--- config.mk ---
export PLATFORM = sky130hd
export DESIGN_NAME = wwt_timeout_supervisor
export DESIGN_NICKNAME = d
export VERILOG_FILES = /design/src/common/wwt_pkg.sv /design/src/rtl/wwt_tick_sync.sv /design/src/rtl/wwt_timeout_supervisor.sv
export SDC_FILE = /design/constraint.sdc
export NUM_CORES = 1
export LEC_CHECK = 0
export ABC_AREA = 1
export BUFFER_PORTS_ARGS = -buffer_cell sky130_fd_sc_hd__buf_2
export CAP_MARGIN = 20
export CORE_MARGIN = 1.5
export CORE_UTILIZATION = 40
export CTS_CLUSTER_SIZE = 10
export DETAILED_ROUTE_END_ITERATION = 7
export GPL_ROUTABILITY_DRIVEN = 1
export PLACE_DENSITY = 0.61
export SLEW_MARGIN = 40
export SYNTH_ARGS = -nofsm -noshare
export SYNTH_HDL_FRONTEND = slang
export SYNTH_SLANG_ARGS = --single-unit
--- constraint.sdc ---
create_clock -name clk_sys_in -period 2.7 [get_ports clk_sys_in]
set_clock_uncertainty 0.1 [all_clocks]
set_input_delay 0.135 -clock clk_sys_in [delete_from_list [all_inputs] [get_ports clk_sys_in]]
set_output_delay 0.135 -clock clk_sys_in [all_outputs]
set_load 0.02 [all_outputs]
--- src/common/wwt_pkg.sv ---
// Package for the windowed timeout supervisor: register map, field positions,
// reset values and counts. Assumes a 125 MHz system clock and APB access.
`default_nettype none

package wwt_pkg;
    // Register byte offsets on the APB bus
    localparam int unsigned ADDR_W = 8;
    localparam logic [7:0] OFF_CTRL = 8'h00;
    localparam logic [7:0] OFF_TC = 8'h04;
    localparam logic [7:0] OFF_FEED = 8'h08;
    localparam logic [7:0] OFF_COUNT = 8'h0c;
    localparam logic [7:0] OFF_WARN = 8'h10;
    localparam logic [7:0] OFF_WINDOW = 8'h14;
    localparam logic [7:0] OFF_INT_STAT = 8'h18;
    localparam logic [7:0] OFF_INT_MASK = 8'h1c;
    localparam logic [7:0] OFF_RST_FLAG = 8'h20;

    // Control register fields
    localparam int unsigned CTRL_EN = 0;
    localparam int unsigned CTRL_RST_EN = 1;
    localparam int unsigned CTRL_WIN_EN = 2;
    localparam int unsigned CTRL_CLK_SEL = 3;

    // Interrupt status and mask fields
    localparam int unsigned INT_W = 3;
    localparam int unsigned INT_WARN = 0;
    localparam int unsigned INT_FAULT = 1;
    localparam int unsigned INT_TMO = 2;

    // Counter and reset values
    localparam int unsigned CNT_W = 24;
    localparam logic [23:0] TC_MIN = 24'h0000ff;
    localparam logic [23:0] TC_RST = 24'h0000ff;
    localparam logic [23:0] WARN_RST = 24'h000000;
    localparam logic [23:0] WINDOW_RST = 24'hffffff;
    localparam logic [23:0] CNT_RST = 24'h0000ff;

    // Fixed divide-by-four prescaler on the tick clock
    localparam int unsigned PRESC_W = 2;
    localparam logic [1:0] PRESC_LAST = 2'h3;

    // Feed sequence values
    localparam logic [7:0] FEED_FIRST = 8'haa;
    localparam logic [7:0] FEED_SECOND = 8'h55;

    // Length of the chip reset pulse in system clock cycles
    localparam int unsigned RST_HOLD_W = 5;
    localparam logic [4:0] RST_HOLD_CYCLES = 5'h10;

    // Pin synchroniser depth
    localparam int unsigned SYNC_STAGES = 3;

    typedef enum logic {
        FEED_IDLE,
        FEED_ARMED
    } wwt_feed_state_type;
endpackage : wwt_pkg

`default_nettype wire

--- src/rtl/wwt_tick_sync.sv ---
// Brings a tick clock pin into the system clock domain as a rising-edge pulse.
// Assumes the tick clock is much slower than the system clock.
`default_nettype none

module wwt_tick_sync (
    // Clock and reset
    input wire logic clk_sys_in,
    input wire logic rst_n_in,
    // Pin and pulse
    input wire logic tick_pin_in,
    output logic tick_rise_out
);
    logic [wwt_pkg::SYNC_STAGES-1:0] sync_r;
    logic level_r;

    always_ff @(posedge clk_sys_in or negedge rst_n_in) begin
        if (!rst_n_in) begin
            sync_r <= '0;
        end else begin
            sync_r <= {sync_r[wwt_pkg::SYNC_STAGES-2:0], tick_pin_in};
        end
    end

    // A change counts once the second and third stages agree
    always_ff @(posedge clk_sys_in or negedge rst_n_in) begin
        if (!rst_n_in) begin
            level_r <= 1'b0;
            tick_rise_out <= 1'b0;
        end else begin
            tick_rise_out <= 1'b0;
            if (sync_r[1] == sync_r[2] && sync_r[2] != level_r) begin
                level_r <= sync_r[2];
                tick_rise_out <= sync_r[2];
            end
        end
    end
endmodule : wwt_tick_sync

`default_nettype wire

--- src/rtl/wwt_timeout_supervisor.sv ---
// Windowed timeout supervisor with APB register access, warning and fault
// interrupts, and a chip reset request. Assumes rst_n_in is the power-on reset
// and that the system resets the rest of the chip from chip_reset_out.
`default_nettype none

// Behaviour
// - Missing a valid feed before time-out requests a chip reset when reset is enabled, otherwise it sets the time-out interrupt.
// - In window mode a feed above the window value is a fault.
// - Warning interrupt when the counter reaches the programmed warning value.
// - Enable is set by software only; reset or watchdog event clears it.
// - A bad feed sequence gives a chip reset or an interrupt, as configured.
// - A readable flag records that the watchdog caused a chip reset.
// - The time-out counter is 24 bits, stepped by a tick prescaler.
// - Period is count plus one times four ticks, count at least 255.
// - The tick source is selectable between RC and watch oscillators.
// - A watchdog reset also starts the RC oscillator and flash initialisation.
module wwt_timeout_supervisor (
    // Clock and reset
    input wire logic clk_sys_in,
    input wire logic rst_n_in,
    // APB slave
    input wire logic psel_in,
    input wire logic penable_in,
    input wire logic pwrite_in,
    input wire logic [wwt_pkg::ADDR_W-1:0] paddr_in,
    input wire logic [31:0] pwdata_in,
    output logic [31:0] prdata_out,
    output logic pready_out,
    output logic pslverr_out,
    // Tick clock pins
    input wire logic internal_rc_oscillator_in,
    input wire logic dedicated_watch_oscillator_in,
    // System outputs
    output logic irq_out,
    output logic chip_reset_out,
    output logic irc_start_out,
    output logic flash_init_out
);
    function automatic logic hit(input logic [7:0] addr, input logic [7:0] off);
        hit = (addr == off);
    endfunction : hit

    logic [1:0] tick_rise;
    logic tick_sel;
    logic en_r, rst_en_r, win_en_r, clk_sel_r;
    logic [23:0] tc_r, warn_r, window_r, cnt_r;
    logic [1:0] presc_r;
    logic [wwt_pkg::INT_W-1:0] int_stat_r, int_mask_r, int_set;
    logic rst_flag_r;
    logic [4:0] hold_r;
    wwt_pkg::wwt_feed_state_type feed_st_r;
    logic acc, wr, feed_wr, feed_ok, bad_seq, win_fault, fault_ev;
    logic step, timeout_ev, warn_ev, reload, en_rise, wd_rst_ev, soft_clr;
    logic [23:0] tc_wdata;
    logic [31:0] rd_data;
    logic rd_err;

    // Both tick pins pass their own synchroniser
    genvar gi;
    generate
        for (gi = 0; gi < 2; gi++) begin : g_tick
            wwt_tick_sync u_sync (
                .clk_sys_in(clk_sys_in),
                .rst_n_in(rst_n_in),
                .tick_pin_in(gi == 0 ? internal_rc_oscillator_in
                                     : dedicated_watch_oscillator_in),
                .tick_rise_out(tick_rise[gi])
            );
        end
    endgenerate

    assign tick_sel = clk_sel_r ? tick_rise[1] : tick_rise[0];

    // Bus decode: a transfer completes when pready is high in the access phase
    assign acc = psel_in & penable_in & pready_out;
    assign wr = acc & pwrite_in;
    assign feed_wr = wr & hit(paddr_in, wwt_pkg::OFF_FEED);
    assign soft_clr = (hold_r != '0);
    assign en_rise = wr & hit(paddr_in, wwt_pkg::OFF_CTRL) & ~en_r
                     & pwdata_in[wwt_pkg::CTRL_EN];
    assign tc_wdata = (pwdata_in[23:0] < wwt_pkg::TC_MIN) ? wwt_pkg::TC_MIN
                                                           : pwdata_in[23:0];

    // Feed sequence checking
    assign feed_ok = (feed_st_r == wwt_pkg::FEED_ARMED) & feed_wr
                     & (pwdata_in[7:0] == wwt_pkg::FEED_SECOND);
    assign bad_seq = acc & ~feed_ok & ((feed_st_r == wwt_pkg::FEED_ARMED)
                     | (feed_wr & pwdata_in[7:0] != wwt_pkg::FEED_FIRST));
    assign win_fault = feed_ok & win_en_r & (cnt_r > window_r);
    assign fault_ev = en_r & ~soft_clr & (bad_seq | win_fault);
    assign reload = (feed_ok & ~win_fault) | en_rise;

    // Counter events on each prescaled step
    assign step = en_r & ~soft_clr & tick_sel & (presc_r == wwt_pkg::PRESC_LAST);
    assign timeout_ev = step & (cnt_r == '0);
    assign warn_ev = step & (cnt_r == warn_r);
    assign wd_rst_ev = rst_en_r & (timeout_ev | fault_ev);

    always_comb begin
        int_set = '0;
        int_set[wwt_pkg::INT_WARN] = warn_ev;
        int_set[wwt_pkg::INT_FAULT] = fault_ev;
        int_set[wwt_pkg::INT_TMO] = timeout_ev;
    end

    always_ff @(posedge clk_sys_in or negedge rst_n_in) begin
        if (!rst_n_in) begin
            feed_st_r <= wwt_pkg::FEED_IDLE;
        end else if (acc) begin
            unique case (feed_st_r)
                wwt_pkg::FEED_IDLE: begin
                    if (feed_wr && pwdata_in[7:0] == wwt_pkg::FEED_FIRST) begin
                        feed_st_r <= wwt_pkg::FEED_ARMED;
                    end
                end
                wwt_pkg::FEED_ARMED: begin
                    feed_st_r <= wwt_pkg::FEED_IDLE;
                end
            endcase
        end
    end

    // Control and configuration
    always_ff @(posedge clk_sys_in or negedge rst_n_in) begin
        if (!rst_n_in) begin
            en_r <= 1'b0;
            rst_en_r <= 1'b0;
            win_en_r <= 1'b0;
            clk_sel_r <= 1'b0;
            tc_r <= wwt_pkg::TC_RST;
            warn_r <= wwt_pkg::WARN_RST;
            window_r <= wwt_pkg::WINDOW_RST;
            int_mask_r <= '0;
        end else if (soft_clr || wd_rst_ev) begin
            en_r <= 1'b0;
            rst_en_r <= 1'b0;
            win_en_r <= 1'b0;
            clk_sel_r <= 1'b0;
            tc_r <= wwt_pkg::TC_RST;
            warn_r <= wwt_pkg::WARN_RST;
            window_r <= wwt_pkg::WINDOW_RST;
            int_mask_r <= '0;
        end else if (timeout_ev || fault_ev) begin
            en_r <= 1'b0;
        end else if (wr) begin
            if (hit(paddr_in, wwt_pkg::OFF_CTRL)) begin
                en_r <= en_r | pwdata_in[wwt_pkg::CTRL_EN];
                rst_en_r <= pwdata_in[wwt_pkg::CTRL_RST_EN];
                win_en_r <= pwdata_in[wwt_pkg::CTRL_WIN_EN];
                if (!en_r) begin
                    clk_sel_r <= pwdata_in[wwt_pkg::CTRL_CLK_SEL];
                end
            end
            if (hit(paddr_in, wwt_pkg::OFF_TC)) begin
                tc_r <= tc_wdata;
            end
            if (hit(paddr_in, wwt_pkg::OFF_WARN)) begin
                warn_r <= pwdata_in[23:0];
            end
            if (hit(paddr_in, wwt_pkg::OFF_WINDOW)) begin
                window_r <= pwdata_in[23:0];
            end
            if (hit(paddr_in, wwt_pkg::OFF_INT_MASK)) begin
                int_mask_r <= pwdata_in[wwt_pkg::INT_W-1:0];
            end
        end
    end

    // Prescaler and down-counter
    always_ff @(posedge clk_sys_in or negedge rst_n_in) begin
        if (!rst_n_in) begin
            presc_r <= '0;
            cnt_r <= wwt_pkg::CNT_RST;
        end else if (soft_clr) begin
            presc_r <= '0;
            cnt_r <= wwt_pkg::CNT_RST;
        end else begin
            if (reload) begin
                presc_r <= '0;
            end else if (en_r && tick_sel) begin
                presc_r <= presc_r + 2'h1;
            end
            if (reload) begin
                cnt_r <= tc_r;
            end else if (step && cnt_r != '0) begin
                cnt_r <= cnt_r - 24'h000001;
            end
        end
    end

    // Sticky interrupt status, write one to clear; a new event wins
    always_ff @(posedge clk_sys_in or negedge rst_n_in) begin
        if (!rst_n_in) begin
            int_stat_r <= '0;
        end else if (soft_clr) begin
            int_stat_r <= '0;
        end else if (wr && hit(paddr_in, wwt_pkg::OFF_INT_STAT)) begin
            int_stat_r <= (int_stat_r & ~pwdata_in[wwt_pkg::INT_W-1:0]) | int_set;
        end else begin
            int_stat_r <= int_stat_r | int_set;
        end
    end

    // Watchdog reset flag survives the chip reset it causes
    always_ff @(posedge clk_sys_in or negedge rst_n_in) begin
        if (!rst_n_in) begin
            rst_flag_r <= 1'b0;
        end else if (wd_rst_ev) begin
            rst_flag_r <= 1'b1;
        end else if (wr && !soft_clr && hit(paddr_in, wwt_pkg::OFF_RST_FLAG)
                     && pwdata_in[0]) begin
            rst_flag_r <= 1'b0;
        end
    end

    // Chip reset pulse, RC oscillator start and flash initialisation
    always_ff @(posedge clk_sys_in or negedge rst_n_in) begin
        if (!rst_n_in) begin
            hold_r <= '0;
            chip_reset_out <= 1'b0;
            irc_start_out <= 1'b0;
            flash_init_out <= 1'b0;
        end else begin
            flash_init_out <= 1'b0;
            if (wd_rst_ev) begin
                hold_r <= wwt_pkg::RST_HOLD_CYCLES;
                chip_reset_out <= 1'b1;
                irc_start_out <= 1'b1;
            end else if (soft_clr) begin
                hold_r <= hold_r - 5'h01;
                if (hold_r == 5'h01) begin
                    chip_reset_out <= 1'b0;
                    irc_start_out <= 1'b0;
                    flash_init_out <= 1'b1;
                end
            end
        end
    end

    // Read data mux
    always_comb begin
        rd_data = '0;
        rd_err = 1'b0;
        unique case (paddr_in)
            wwt_pkg::OFF_CTRL: begin
                rd_data[wwt_pkg::CTRL_EN] = en_r;
                rd_data[wwt_pkg::CTRL_RST_EN] = rst_en_r;
                rd_data[wwt_pkg::CTRL_WIN_EN] = win_en_r;
                rd_data[wwt_pkg::CTRL_CLK_SEL] = clk_sel_r;
            end
            wwt_pkg::OFF_TC: rd_data[23:0] = tc_r;
            wwt_pkg::OFF_FEED: rd_data = '0;
            wwt_pkg::OFF_COUNT: rd_data[23:0] = cnt_r;
            wwt_pkg::OFF_WARN: rd_data[23:0] = warn_r;
            wwt_pkg::OFF_WINDOW: rd_data[23:0] = window_r;
            wwt_pkg::OFF_INT_STAT: rd_data[wwt_pkg::INT_W-1:0] = int_stat_r;
            wwt_pkg::OFF_INT_MASK: rd_data[wwt_pkg::INT_W-1:0] = int_mask_r;
            wwt_pkg::OFF_RST_FLAG: rd_data[0] = rst_flag_r;
            default: rd_err = 1'b1;
        endcase
    end

    // APB answer one cycle into the access phase
    always_ff @(posedge clk_sys_in or negedge rst_n_in) begin
        if (!rst_n_in) begin
            pready_out <= 1'b0;
            prdata_out <= '0;
            pslverr_out <= 1'b0;
        end else begin
            pready_out <= psel_in & penable_in & ~pready_out;
            pslverr_out <= psel_in & penable_in & ~pready_out & rd_err;
            if (psel_in && penable_in && !pready_out && !pwrite_in) begin
                prdata_out <= rd_data;
            end
        end
    end

    always_ff @(posedge clk_sys_in or negedge rst_n_in) begin
        if (!rst_n_in) begin
            irq_out <= 1'b0;
        end else begin
            irq_out <= |(int_stat_r & int_mask_r);
        end
    end
endmodule : wwt_timeout_supervisor

`default_nettype wire

==> metrics <==
clk buf depth=2; fin cells=1,632; per-cell routed wire length=18.1 um; HPWL Detailed=19,900 um; clock sink count=154; CTS tree=done; die width=154 um; Post-Syn Area=9140 um^2; Worst R2R Setup Slack=40 ps; Top FF cell, synth=dfrtp_1; via count=8,674; fmax=0.375 GHz; Hold Path Depth=5; Routed Antenna Nets=0; Hold Crit Class=primary input to flop; worst hold slack=83.7 ps; root buffer cell=clkbuf_16; Req. time, crit path=2960 ps; RSZ-0062 raised after global routing=true; Clock transition at path regs=60 ps; placed insts=1,550; CP max FO=8; Area contributors post-synth=dfrtp_1, nand2_1, dfstp_2, inv_1, o21ai_0; Routed WL=29,500 um; total core area=22,500 um^2; 1st-iter DRT viols=789; maximum VDD drop=0.320 mV; DR vias/cell=5.31; cts bufs inserted=17; Area Growth Syn to Fin=33.4%; asr flop ratio synth=1.00; Worst Tran Pin Value=690 ps; Yosys warning count=0; row count=55; Final Hold Fails=0; crit share post-route=0.986; post-synthesis instance total=1,147; Port Buffers=68; nets=1,409; sequential area share after synthesis=0.427; r2r startpoint=cnt_r[1]$_DFFE_PN1P_; total track usage=0.243; starting density of the core=0.406; drc violations=0; RePlAce Congestion=0.917; Slew Limit Fails=0; #FFs+latches synth=154; Hold Path End=feed_st_r$_DFFE_PN0N_; Netlist cell types=48; Crit path arrival time=2930 ps; synthesized area per cell=7.97 um^2; R2R Path End=window_r[7]$_DFFE_PN1P_; first-pass GRT wire length=44,600 um; Finish-stage setup viols=0; top cells by count, synth=nand2_1, inv_1, dfrtp_1; GRT overflow=0; vias in the first global route=8,211; top-count cell post-synth=nand2_1; H-tree depth=4; P per Cell Area=440 nW/um^2; IO Pins=85; die area=23,800 um^2; initial antenna violation count=0; worst-skew pair later-pin latency=440 ps; startpoint types=flop; outcome=complete, no violations; Worst Reg-to-Reg Cells=14; WS Path Type=flop to flop; chip height=154 um; Period minus WS final=2660 ps; Ant. Diodes=0; hold wc startpoint=paddr_in[3]; cell accounting for the most synthesized area=dfrtp_1; max cap viols=0; post-synth top area share=0.312; EDFF count, synth=0; crit end category=flop; largest net degree at the start of global routing=69; Slew headroom=0.540; static leakage=6.08 nW; share of layout cells above drive strength 1=0.300; TritonRoute pass-1 iters=6
cells by family after synthesis:
kind of cell | Yosys count | share of synthesized area
flip-flops | 154 | 0.427
AND/OR/NAND/NOR | 530 | 0.267
AO/OA/AOI/OAI | 196 | 0.133
multiplexers | 1 | 0.00110
adder cells (fa/ha/maj) | 28 | 0.0383
XOR/XNOR | 43 | 0.0412
other | 1 | 0.000410
buffers and inverters | 194 | 0.0920
per-layer routing:
| metal | part of all wire | wire, um | up-vias | global-route usage |
|---|---|---|---|---|
| met1 | 0.44 | 13100 | 4232 | 0.324 |
| li1 | - | - | 4139 | - |
| met4 | 0.020 | 598 | 0 | 0.0800 |
| met5 | 0 | 0 | - | 0 |
| met3 | 0.050 | 1490 | 44 | 0.0400 |
| met2 | 0.49 | 14400 | 259 | 0.404 |
worst max-delay path by stage:
stage                                   from                       to
finish                  cnt_r[1]$_DFFE_PN1P_  window_r[7]$_DFFE_PN1P_
global placement    window_r[19]$_DFFE_PN1P_  window_r[7]$_DFFE_PN1P_
floorplan           window_r[15]$_DFFE_PN1P_     tc_r[11]$_DFFE_PN0P_
detailed placement  window_r[19]$_DFFE_PN1P_  window_r[7]$_DFFE_PN1P_
global route        window_r[22]$_DFFE_PN1P_     tc_r[14]$_DFFE_PN0P_
CTS                 window_r[21]$_DFFE_PN1P_   warn_r[10]$_DFFE_PN0P_
placed cells by master (no fill, tap or decap), types with 7 or more instances in the layout:
master and n:
buf_6 11, o21ai_2 7, nand3_1 75, o21ai_0 81, nand2_2 13, nor2_1 49, a221oi_1 21, inv_2 12
dlygate4sd3_1 31, o22ai_2 10, buf_12 16, xnor2_1 14, nor2_4 19, or2_2 8, xor2_1 29, conb_1 8
nor3_1 17, nand3_2 23, dfrtp_1 114, buf_4 87, ha_1 16, clkbuf_16 22, a21oi_2 13, nor2_2 14
buf_2 67, nand4_1 17, nand2_1 275, o21ai_1 8, ha_4 12, inv_1 122, o22ai_1 13, a21oi_1 25
dfstp_2 40
worst max-delay path: stages (launching register included):
cell and delay, ps:
dfstp_2 370, inv_2 70, ha_4 130, inv_2 40, nor2_4 110, nand3_2 120
nor2_4 140, nand4_1 170, nor2_2 210, nand4_1 190, nand4_1 230, buf_6 170
clkinvlp_4 230, a21oi_4 220, nand2_1 70
power breakdown:
part | leakage (nW) | total, mW | switching (mW) | internal (mW)
sequential | 1.99 | 2.36 | 0.0165 | 2.34
clock | 0.310 | 2.71 | 1.02 | 1.69
combinational | 3.78 | 0.298 | 0.186 | 0.112
area by class of cell:
cell class                      instances  area (um^2)
Fill cell                            2068        10300
Inverter                              138          533
Multi-Input combinational cell        806         4880
Tap cell                              285          357
Sequential cell                       154         3900
Clock buffer                           21          460
Clock inverter                         11          191
Timing Repair Buffer                  217         1870
timing repair:
action                     4_1_cts  5_1_grt
setup buffers                    5        9
hold buffers                    31        0
hold endpoints to repair       107        0
pin swaps                        4       35
cloned                           0        6
resized for setup               13      128
setup endpoints to repair       77      104
flip-flops by register name (all words and copies together) (netlist names), 2 cells and up:
register	flops
g_tick.u_sync.level_r	2
window_r	24
warn_r	24
hold_r	5
g_tick.u_sync.sync_r	6
g_tick.u_sync.tick_rise_out	2
int_mask_r	3
cnt_r	24
int_stat_r	3
tc_r	24
presc_r	2
prdata_out	24
through the flow:
stage | setup WS, ps | util | power [mW] | TNS, ps | area (um^2)
final | 36.8 | 0.542 | 5.36 | 0 | 12200
after global routing | -118 | 0.542 | 5.51 | -5200 | 12200
after CTS | 4.73 | 0.512 | 5.37 | 0 | 11500
after detailed placement | -140 | 0.466 | 2.64 | -5420 | 10500
after global placement | -161 | 0.466 | 2.64 | -4040 | 10500
after floorplan | 249 | - | 2.50 | 0 | 9170
Note: power is estimated with default switching activity, not from simulation.
